### src/verilog/msl_consts.svh
// constants shared by the supervisor core: offsets, reset values, timing
// assumes a single 200 MHz pclk domain and an APB register port
`ifndef MSL_CONSTS_SVH
`define MSL_CONSTS_SVH

// number of monitored rails (largest variant, unused rails held high)
`define MSL_NUM_RAILS 8
// timebase rate in hertz
`define MSL_CLK_HZ 200000000
// least release timeout, milliseconds
`define MSL_RELEASE_MS 140
// watchdog timeout, milliseconds (typical figure)
`define MSL_WDOG_MS 1600
// delay from margin exit to a pending watchdog reset, microseconds
`define MSL_MARGIN_EXIT_US 100

// register byte offsets
`define MSL_OFS_CTRL 12'h000
`define MSL_OFS_STATUS 12'h004
// control field: software manual reset request
`define MSL_CTRL_SWRST 0
// synchroniser reset image: manual reset, margin, kick-open, timeout-set
// and lockout high, everything else low
`define MSL_SYNC_RST 16'h00d5

`endif

### src/verilog/msl_pkg.sv
// types of the supervisor core: pin bundle, state enum, state records
// assumes msl_consts.svh is on the include path
`include "msl_consts.svh"

package msl_pkg;

   // pin bundle, all asynchronous to pclk
   typedef struct packed {
      logic [`MSL_NUM_RAILS-1:0] rail_below;        // 1 = rail under threshold
      logic                      manual_reset_in_n;  // low = manual reset
      logic                      margin_test_n;      // low = margin test
      logic                      watchdog_kick_in;   // any edge is a kick
      logic                      watchdog_kick_open; // 1 = kick pin floating
      logic                      threshold_band_select; // 0 narrow, 1 wide
      logic                      timeout_set_pin;    // 1 = tied to supply
      logic                      ext_timeout_done;   // capacitor ramp done
      logic                      supply_lockout;     // 1 = supply too low
   } msl_pins_type;

   // sequencer states
   typedef enum logic [1:0] {
      MSL_ST_LOCK = 2'b00,
      MSL_ST_HOLD = 2'b01,
      MSL_ST_RUN  = 2'b10
   } msl_state_type;

   // whole state of the core
   typedef struct packed {
      msl_state_type             state;
      logic [31:0]               cnt;       // release hold count
      logic [31:0]               md_cnt;    // margin exit delay count
      logic                      wd_pend;   // expiry seen during margin
      logic                      sw_mr;     // software manual reset
      logic                      rst_n_out;
      logic [`MSL_NUM_RAILS-1:0] rail_ok;
      logic                      band_wide;
      logic                      ramp_en;
      logic [31:0]               prdata;
      logic                      pready;
      logic                      pslverr;
   } msl_core_type;

   // whole state of the watchdog
   typedef struct packed {
      logic        prev_kick;
      logic [31:0] cnt;
      logic        fire;
   } msl_wdog_type;

   // whole state of the synchroniser
   typedef struct packed {
      logic [$bits(msl_pins_type)-1:0] s1;
      logic [$bits(msl_pins_type)-1:0] s2;
   } msl_sync_type;

endpackage : msl_pkg

### src/verilog/msl_sync.sv
// two-flop synchroniser for the whole pin bundle
// assumes pins are asynchronous to pclk; first stage feeds only the second
`include "msl_consts.svh"

module msl_sync #(
   parameter logic [15:0] RST_VAL = `MSL_SYNC_RST
) (
   input  wire logic            pclk,
   input  wire logic            presetn,
   input  msl_pkg::msl_pins_type d,
   output msl_pkg::msl_pins_type q
);
   msl_pkg::msl_sync_type st_reg; // both stages
   msl_pkg::msl_sync_type st_next;

   // shift one stage per edge
   always_comb
   begin
      st_next    = st_reg;
      st_next.s1 = d;
      st_next.s2 = st_reg.s1;
   end

   // floating pull-up pins come up inactive before any sample
   // margin also comes up high, so supervision starts normal
   always_ff @(posedge pclk or negedge presetn)
   begin
      if (!presetn)
      begin
         st_reg <= {RST_VAL, RST_VAL};
      end
      else
      begin
         st_reg <= st_next;
      end
   end

   assign q = st_reg.s2;
endmodule : msl_sync

### src/verilog/msl_wdog.sv
// watchdog counter: any change on the kick level restarts it
// assumes kick and open are already synchronised to pclk
module msl_wdog #(
   parameter int unsigned WD_CYCLES = 32'd1000
) (
   input  wire logic pclk,
   input  wire logic presetn,
   input  wire logic kick,
   input  wire logic kick_open,
   input  wire logic restart,
   output logic      fire
);
   msl_pkg::msl_wdog_type st_reg; // whole state
   msl_pkg::msl_wdog_type st_next;

   // count timebase ticks since the last kick
   always_comb
   begin
      st_next           = st_reg;
      st_next.fire      = 1'b0;
      st_next.prev_kick = kick;
      if (kick_open || restart || (kick != st_reg.prev_kick))
      begin
         st_next.cnt = 32'h0; // floating pin disables it
      end
      else if (st_reg.cnt == WD_CYCLES - 32'd1)
      begin
         st_next.fire = 1'b1; // one-cycle expiry pulse
         st_next.cnt  = 32'h0;
      end
      else
      begin
         st_next.cnt = st_reg.cnt + 32'd1;
      end
   end

   // register the state
   always_ff @(posedge pclk or negedge presetn)
   begin
      if (!presetn)
      begin
         st_reg <= '0;
      end
      else
      begin
         st_reg <= st_next;
      end
   end

   assign fire = st_reg.fire;
endmodule : msl_wdog

### src/verilog/msl_supervisor.sv
// multi-rail supervisor core: rail faults, system reset, watchdog, APB
// assumes analog comparators and pins arrive asynchronously; one pclk
`include "msl_consts.svh"

module msl_supervisor #(
   // least release time, rounded up to whole cycles
   parameter int unsigned REL_CYCLES = int'((64'(`MSL_RELEASE_MS)
      * 64'(`MSL_CLK_HZ) + 64'd999) / 64'd1000),
   // watchdog timeout in cycles
   parameter int unsigned WD_CYCLES = int'((64'(`MSL_WDOG_MS)
      * 64'(`MSL_CLK_HZ)) / 64'd1000),
   // margin exit delay in cycles
   parameter int unsigned MD_CYCLES = int'((64'(`MSL_MARGIN_EXIT_US)
      * 64'(`MSL_CLK_HZ)) / 64'd1000000)
) (
   input  wire logic                      pclk,
   input  wire logic                      presetn,
   input  wire logic                      psel,
   input  wire logic                      penable,
   input  wire logic                      pwrite,
   input  wire logic [11:0]               paddr,
   input  wire logic [31:0]               pwdata,
   input  wire logic [3:0]                pstrb,
   output logic      [31:0]               prdata,
   output logic                           pready,
   output logic                           pslverr,
   input  msl_pkg::msl_pins_type          pins,
   output logic                           sys_reset_n,
   output logic      [`MSL_NUM_RAILS-1:0] rail_ok,
   output logic                           band_wide,
   output logic                           ramp_en
);

   msl_pkg::msl_core_type st_reg;   // whole state
   msl_pkg::msl_core_type st_next;  // its next value
   msl_pkg::msl_pins_type pin_s;    // synchronised pins
   logic                  wd_fire;  // watchdog expiry pulse
   logic                  wd_now;   // watchdog reset to act on now
   logic                  fault_now; // any reason to hold reset other than supply lockout
   logic                  rel_done; // release timeout reached
   logic                  addr_ok;  // address hits a register
   logic                  wr_ctrl;  // completed write to control

   // every pin goes through two flops before use
   msl_sync #(
      .RST_VAL (`MSL_SYNC_RST)
   ) u_sync (
      .pclk    (pclk),
      .presetn (presetn),
      .d       (pins),
      .q       (pin_s)
   );

   // watchdog restarts whenever reset is being held
   msl_wdog #(
      .WD_CYCLES (WD_CYCLES)
   ) u_wdog (
      .pclk      (pclk),
      .presetn   (presetn),
      .kick      (pin_s.watchdog_kick_in),
      .kick_open (pin_s.watchdog_kick_open),
      .restart   (st_reg.state != msl_pkg::MSL_ST_RUN),
      .fire      (wd_fire)
   );

   // next-state logic for bus, watchdog, sequencer and outputs
   always_comb
   begin
      st_next         = st_reg;
      st_next.pready  = 1'b0;
      st_next.pslverr = 1'b0;
      wd_now          = 1'b0;
      addr_ok = (paddr == `MSL_OFS_CTRL) || (paddr == `MSL_OFS_STATUS);
      wr_ctrl = psel && penable && st_reg.pready && pwrite
                && (paddr == `MSL_OFS_CTRL) && pstrb[0];

      // setup phase: prepare the one-cycle answer
      if (psel && !penable)
      begin
         st_next.pready  = 1'b1;
         st_next.pslverr = !addr_ok; // unmapped address errors
         if (!pwrite && (paddr == `MSL_OFS_CTRL))
         begin
            st_next.prdata = {31'h0, st_reg.sw_mr};
         end
         else if (!pwrite && (paddr == `MSL_OFS_STATUS))
         begin
            st_next.prdata = {18'h0,
                              pin_s.rail_below,
                              st_reg.rst_n_out,
                              pin_s.supply_lockout,
                              !pin_s.margin_test_n,
                              pin_s.watchdog_kick_open,
                              st_reg.wd_pend,
                              st_reg.band_wide};
         end
         else
         begin
            st_next.prdata = 32'h0; // writes and misses read zero
         end
      end

      // software manual reset bit, taken at the completing edge
      if (wr_ctrl)
      begin
         st_next.sw_mr = pwdata[`MSL_CTRL_SWRST];
      end

      // watchdog: expiry inside margin waits for margin exit
      if (wd_fire)
      begin
         if (!pin_s.margin_test_n)
         begin
            st_next.wd_pend = 1'b1;
         end
         else
         begin
            wd_now = 1'b1;
         end
      end
      if (!pin_s.margin_test_n)
      begin
         st_next.md_cnt = 32'h0; // delay counts from margin exit
      end
      else if (st_reg.wd_pend)
      begin
         if (st_reg.md_cnt == MD_CYCLES - 32'd1)
         begin
            wd_now          = 1'b1; // delayed watchdog reset
            st_next.wd_pend = 1'b0;
            st_next.md_cnt  = 32'h0;
         end
         else
         begin
            st_next.md_cnt = st_reg.md_cnt + 32'd1;
         end
      end

      // reasons to hold reset
      fault_now = (|pin_s.rail_below) || !pin_s.manual_reset_in_n
                  || st_reg.sw_mr || wd_now;

      // internal timer or external capacitor ramp
      rel_done = pin_s.timeout_set_pin ? (st_reg.cnt == REL_CYCLES - 32'd1)
                                       : pin_s.ext_timeout_done;

      // reset sequencer
      unique case (st_reg.state)
         msl_pkg::MSL_ST_LOCK:
         begin
            // lockout gone: evaluate everything afresh
            st_next.state = msl_pkg::MSL_ST_HOLD;
            st_next.cnt   = 32'h0;
         end
         msl_pkg::MSL_ST_HOLD:
         begin
            if (fault_now)
            begin
               st_next.cnt = 32'h0; // bounce restarts the hold
            end
            else if (rel_done)
            begin
               st_next.state = msl_pkg::MSL_ST_RUN;
            end
            else
            begin
               st_next.cnt = st_reg.cnt + 32'd1;
            end
         end
         msl_pkg::MSL_ST_RUN:
         begin
            if (fault_now)
            begin
               st_next.state = msl_pkg::MSL_ST_HOLD;
               st_next.cnt   = 32'h0;
            end
         end
      endcase

      // lockout overrides the sequencer and drops pending work
      if (pin_s.supply_lockout)
      begin
         st_next.state   = msl_pkg::MSL_ST_LOCK;
         st_next.cnt     = 32'h0;
         st_next.wd_pend = 1'b0;
      end

      // ramp the external capacitor only while a hold is running
      st_next.ramp_en = (st_next.state == msl_pkg::MSL_ST_HOLD)
                        && !fault_now && !pin_s.timeout_set_pin;

      // band select straight through to the comparators
      st_next.band_wide = pin_s.threshold_band_select;

      // output priority: lockout, then margin, then supervision
      if (pin_s.supply_lockout)
      begin
         st_next.rst_n_out = 1'b0;
         st_next.rail_ok   = '0;
      end
      else if (!pin_s.margin_test_n)
      begin
         // forced high, hence frozen, whatever the rails do
         st_next.rst_n_out = 1'b1;
         st_next.rail_ok   = '1;
      end
      else
      begin
         st_next.rst_n_out = (st_next.state == msl_pkg::MSL_ST_RUN);
         st_next.rail_ok   = ~pin_s.rail_below; // per rail
      end
   end

   // single state register; reset drives sys_reset_n, rail_ok, band_wide and ramp_en low
   always_ff @(posedge pclk or negedge presetn)
   begin
      if (!presetn)
      begin
         st_reg <= '0;
      end
      else
      begin
         st_reg <= st_next;
      end
   end

   // outputs come straight from the state flops
   assign prdata      = st_reg.prdata;
   assign pready      = st_reg.pready;
   assign pslverr     = st_reg.pslverr;
   assign sys_reset_n = st_reg.rst_n_out;
   assign rail_ok     = st_reg.rail_ok;
   assign band_wide   = st_reg.band_wide;
   assign ramp_en     = st_reg.ramp_en;
endmodule : msl_supervisor

### config.mk
export PLATFORM = sky130hd
export DESIGN_NAME = msl_supervisor
export DESIGN_NICKNAME = d
export VERILOG_FILES = /design/src/verilog/msl_pkg.sv /design/src/verilog/msl_sync.sv /design/src/verilog/msl_wdog.sv /design/src/verilog/msl_supervisor.sv
export VERILOG_INCLUDE_DIRS = /design/src /design/src/verilog
export SDC_FILE = /design/constraint.sdc
export NUM_CORES = 1
export LEC_CHECK = 0
export BUFFER_PORTS_ARGS = -buffer_cell sky130_fd_sc_hd__buf_2
export CORE_UTILIZATION = 45
export DETAILED_ROUTE_END_ITERATION = 6
export PLACE_DENSITY = 0.62
export SLEW_MARGIN = 10
export SYNTH_ARGS = -nofsm -noshare
export SYNTH_HDL_FRONTEND = slang
export SYNTH_SLANG_ARGS = --single-unit
### constraint.sdc
create_clock -name pclk -period 3.6 [get_ports pclk]
set_input_delay 0.36 -clock pclk [delete_from_list [all_inputs] [get_ports pclk]]
set_output_delay 0.36 -clock pclk [all_outputs]
set_load 0.01 [all_outputs]
# After elaboration in Yosys (flattened, before gate mapping)

Cells that the tools add are included.

Flip-flop bits (word level): 161
Output and inout bits: 45
Word-level logic and storage cells: 91

$add $sub $neg: 3
Equal/unequal tests: 13
Multiplexer cells: 30
Bitwise operators: 1
Reduce and logical (&&, ||, !) cells: 27

Operators by type and width:

| operator                                              | count |
|---|---|
| 2-to-1 mux 32 bit                                     | 6 |
| case mux 34 bit (3 select lines)                      | 1 |
| adder 32 x 1 -> 32 bit, second input constant         | 3 |
| 2-to-1 mux 34 bit                                     | 2 |
| 2-to-1 mux 33 bit                                     | 1 |
| equality test 32 x 15 -> 1 bit, second input constant | 1 |
| equality test 32 x 25 -> 1 bit, second input constant | 1 |
| equality test 32 x 29 -> 1 bit, second input constant | 1 |
| 2-to-1 mux 14 bit                                     | 2 |
| 2-to-1 mux 9 bit                                      | 2 |
| 2-to-1 mux 1 bit                                      | 13 |
| equality test 12 x 3 -> 1 bit, second input constant  | 1 |
| zero test 12 bit                                      | 1 |
| logical AND 1 bit                                     | 10 |
| NOT 8 bit                                             | 1 |
| OR reduction 8 bit                                    | 1 |
| zero test 1 bit                                       | 7 |
| logical OR 1 bit                                      | 6 |
| 2-to-1 mux 2 bit                                      | 3 |
| equality test 2 x 1 -> 1 bit, second input constant   | 2 |
| equality test 2 bit, second input constant            | 2 |
| inequality test 2 bit, second input constant          | 2 |
| inequality test 4 x 3 -> 1 bit, second input constant | 1 |
| inequality test 3 x 2 -> 1 bit, second input constant | 1 |
| other kinds (3)                                       | 3 |

# Logic depth before layout (Yosys ltp)

Word-level depth: 12
Mapped depth: 10
Depth with buffers taken out: 7

# Modules after synthesis

Synthesis repeated with hierarchy kept, for this count alone.

Cells, all modules: 799
Area, all modules: 7,965.1 um^2

By module, submodules not included:

| module         | instances | cells each | area an instance (um^2) |
|---|---|---|---|
| msl_supervisor | 1         | 572        | 5,300.1 |
| msl_wdog       | 1         | 195        | 1,851.8 |
| msl_sync       | 1         | 32         | 813.3 |

# Least setup slack after synthesis

Ideal clock, no wire load.

Path type: flip-flop to flip-flop
Start: reg st_reg[79] (netlist bit)
End: reg st_reg[92] (netlist bit)
Setup time: 0.129 ns
Arrival: 2.013 ns
Data required time: 3.471 ns
Path slack: 1.458 ns
Cell stages (with the launch flop): 11
Buffers on the path: 3
Period minus slack after synthesis: 2.142 ns
Cell sequence: dfrtp_1 > ha_1 > and4_1 > buf_2 > nand4_1 > or3_1 > and3b_1 > buf_2 > nand2_1 > buf_2 > o41ai_1

Longest elaborated chain between the ends: 5
Elaborated cells between the ends (all ways): 9
Classes of those cells: add/sub (1); eq/ne (2); mux (5); reduce/logical (1)

Ends and longest elaborated chain:

| element                          | RTL line              | RTL |
|---|---|---|
| start, declared                  | msl_supervisor.sv:34  | `msl_pkg::msl_core_type st_reg;` |
| start signal, assigned           | msl_supervisor.sv:223 | `st_reg <= st_next;` |
| adder 32 x 1 -> 32 bit           | msl_supervisor.sv:167 | `st_next.cnt = st_reg.cnt + 32'd1;` |
| 2-to-1 mux 32 bit                | msl_supervisor.sv:161 | `else if (rel_done)` |
| 2-to-1 mux 32 bit                | msl_supervisor.sv:157 | `if (fault_now)` |
| case mux 34 bit (3 select lines) | msl_supervisor.sv:148 | `unique case (st_reg.state)` |
| 2-to-1 mux 34 bit                | msl_supervisor.sv:181 | `if (pin_s.supply_lockout)` |

Several ways; a longest one is shown, not always the timed one. The select of a mux whose other input is x is not followed.
A chain may end at the register's enable or synchronous reset.

# Worst setup path after layout

Start: reg st_reg[79] (netlist bit)
End: reg st_reg[99] (netlist bit)

The elaborated chain is that of the path after synthesis.

==> impl_metrics.ini <==
[timing]
period_share = 0.859
fin_skew_ns = 0.00947
setup_tns_ns = 0
rsz0062_at_grt = false
slew_violations = 0
slew_headroom = 0.204
fin_hold_ws_ns = 0.0161
period_needed_ns = 3.09
tightestPinTransition_ns = 1.19
finalHoldViolCount = 0
setup_violations = 0
fmax_mhz = 323

[critical_path]
path_cells = ha_1 > and4_1 > nand4_1 > or3_1 > and3b_1 > nand2_1 > o41ai_1
cpLargestDelayFamily = simple AND/OR/NAND/NOR gates
slowest_delay_ns = 0.64
crit_type = flip-flop to flip-flop
critPathMaxFanout = 18
end_kind = flip-flop
critPathSlowestCell = and3b_1
required_ns = 3.91
critPathArrivalTime_ns = 3.40
path_buf_inv = 0
start_kind = flip-flop

[grt]
grt_busiest_layer = met2
grt_max_degree = 76
grt_pass1_wl_um = 28900
grtUsageMet2 = 0.323
overflow = 0
antenna_found_initial = 0
grt_use_met1 = 0.273
gr-usage-met3 = 0.0450
grt.total_usage = 0.201
grt_pass1_vias = 5856

[synthesis]
yosys.cell_types.count = 55
yosysSeqAreaShare = 0.515
synth_area_leader_cell = dfrtp_1
synth_seq_cells = 161
synth_top_area_share = 0.481
synthArstFlopShare = 1.00
synth-main-ff-cell = dfrtp_1
synth_warnings = 0
synth.area.top_cells = dfrtp_1 (48%), o21ai_0 (4.4%), buf_4 (3.8%), nand2_1 (3.7%), dfstp_2 (3.3%)
avgSynthCellArea_um2 = 9.83
synthCells = 799
synth_area_um2 = 7850
synth-edff-count = 0

[cts]
clk_pin_slew_worst_paths_ns = 0.07
cts_made_buffers = 17
cts_root_buffer = clkbuf_16
clockBufferDepth = 2
h-tree-depth = 4
tritoncts = done
clk-insertion-delay-late_ns = 0.43
cts.sinks = 161

[power]
power.leakage_uw = 0.00360
ir_worst_vdd_v = 0.000335
swShare = 0.249
power_uw = 3830
switchingPower_uw = 953
p_comb_frac = 0.031
clkPwrFrac = 0.484
p_int_uw = 2870
pwr-share-seq = 0.486
power_density_nw_per_um2 = 437

[detailed_routing]
vias = 6242
ant_nets = 0
routedWlPerCell_um = 16.4
drc_errors = 0
wirelength_um = 17400
drt_pass1_iterations = 5
first_iter_violations = 564
vias_per_cell = 5.88

[finish]
multi_input_area_um2 = 3370
antennaDiodeCount = 0
post_route_cells_drive_above_1_share = 0.152
area_growth_pct = 11.6
fill_cells = 1543
utilization = 0.521
nets = 903
largest_register_ffs = 68
regArea_um2 = 4040

[floorplanning]
die_h_um = 134
placementRows = 47
dieWidth_um = 134
fp.coreArea_um2 = 16800
die_area_um2 = 18000
start_util = 0.467
ioPinCount = 114

[flow_run]
maxCapViolCount = 0

[hold_path]
min_path_type = primary input to flip-flop

[placement]
gp_congestion = 0.895
dp_hpwl_um = 11300
numPortBuffers = 61

[outcome]
status = finished clean
power by group through the flow:
stage               clock network [µW]  logic, µW  registers, µW
floorplan                            0       66.6           1890
global placement                     0        117           1890
detailed placement                   0        120           1890
CTS                               1880        122           1860
global route                      1960        134           1860
finish                            1850        118           1860
per-stage QoR:
step	cell area, µm²	instances	worst slack (ns)
after floorplan	7920	816	1.46
after detailed placement	8150	1029	0.538
final	8760	1062	0.508
after global routing	8760	1062	0.328
after global placement	8150	1029	0.697
after CTS	8760	1062	0.518
metal layers:
layer  share of wire  routed length (µm)
met5               0                   0
met4          0.0076                 132
met3           0.049                 854
met2            0.48                8350
met1            0.46                8060
area by class of cell:
| class | count | share of cell area |
|---|---|---|
| clock inverters | 15 | 0.0207 |
| repair buffers | 72 | 0.0467 |
| well taps | 220 | 0.0314 |
| inverters | 15 | 0.00643 |
| multi-input cells | 562 | 0.385 |
| clock buffers | 17 | 0.0486 |
| flip-flops and latches | 161 | 0.461 |
worst paths after layout:
path | to | slack, ns | from | cells past startpoint
max | st_reg[99] | 0.51 | st_reg[79] | 7
min | u_sync.st_next[7] | 0.02 | pins[7] | 1
max reg2reg | st_reg[99] | 0.51 | st_reg[79] | 7
min reg2reg | u_sync.q[15] | 0.35 | u_sync.st_next[15] | 0
max in group asynchronous | u_sync.q[4] | 2.28 | presetn | 3
min in group asynchronous | st_reg[65] | 0.48 | presetn | 2
layout by cell type, fill, tap and decap left out, types with 3 or more instances in the layout:
cell type / instances
inv_6: 4
a31oi_1: 16
or3_1: 6
o21ai_0: 69
dfstp_2: 10
nor4b_1: 7
inv_8: 6
buf_2: 60
nor4_2: 4
a21oi_1: 24
mux2i_1: 10
conb_1: 18
dfrtp_1: 151
ha_1: 5
nor2_1: 58
o31ai_1: 11
and2_1: 6
clkbuf_16: 17
nand4_1: 40
and3_1: 19
xnor2_1: 11
and4_1: 10
nor4_1: 30
a22o_1: 14
nand3_1: 44
nand2b_1: 3
xor2_1: 21
inv_1: 15
nor3_1: 16
o41ai_1: 10
or4_1: 3
nand2_1: 77
buf_4: 9
cells by family (layout without fill, tap and decap cells):
family	Yosys count	after routing	share of synthesized area
buffers and inverters	93	119	0.0661
AO/OA/AOI/OAI	156	156	0.126
XOR/XNOR	32	32	0.0357
flip-flops	161	161	0.515
other	1	18	0.000478
AND/OR/NAND/NOR	340	340	0.235
adder cells (fa/ha/maj)	5	5	0.00797
multiplexers	11	11	0.0142
Yosys cell counts, drive strengths merged (2+ instances only):
| cell type | n |
|---|---|
| a211oi | 2 |
| a21oi | 24 |
| a22o | 14 |
| a31oi | 16 |
| and2 | 7 |
| and3 | 19 |
| and4 | 10 |
| and4b | 2 |
| buf | 55 |
| clkbuf | 23 |
| dfrtp | 151 |
| dfstp | 10 |
| ha | 5 |
| inv | 15 |
| mux2i | 10 |
| nand2 | 77 |
| nand2b | 3 |
| nand3 | 44 |
| nand4 | 40 |
| nor2 | 58 |
| nor2b | 2 |
| nor3 | 17 |
| nor3b | 2 |
| nor4 | 36 |
| nor4b | 7 |
| o21ai | 70 |
| o31ai | 12 |
| o41ai | 10 |
| or2 | 2 |
| or3 | 7 |
| or4 | 3 |
| or4b | 2 |
| xnor2 | 11 |
| xor2 | 21 |
what timing repair did:
| action | 4_1_cts | 5_1_grt |
|---|---|---|
| hold endpoints to repair | 56 | 0 |
| hold buffers | 1 | 0 |
| setup buffers | 0 | 0 |
| gates resized for setup | 0 | 0 |
| endpoints found under the setup margin | 0 | 0 |
Power figures use the tool's default switching activity.
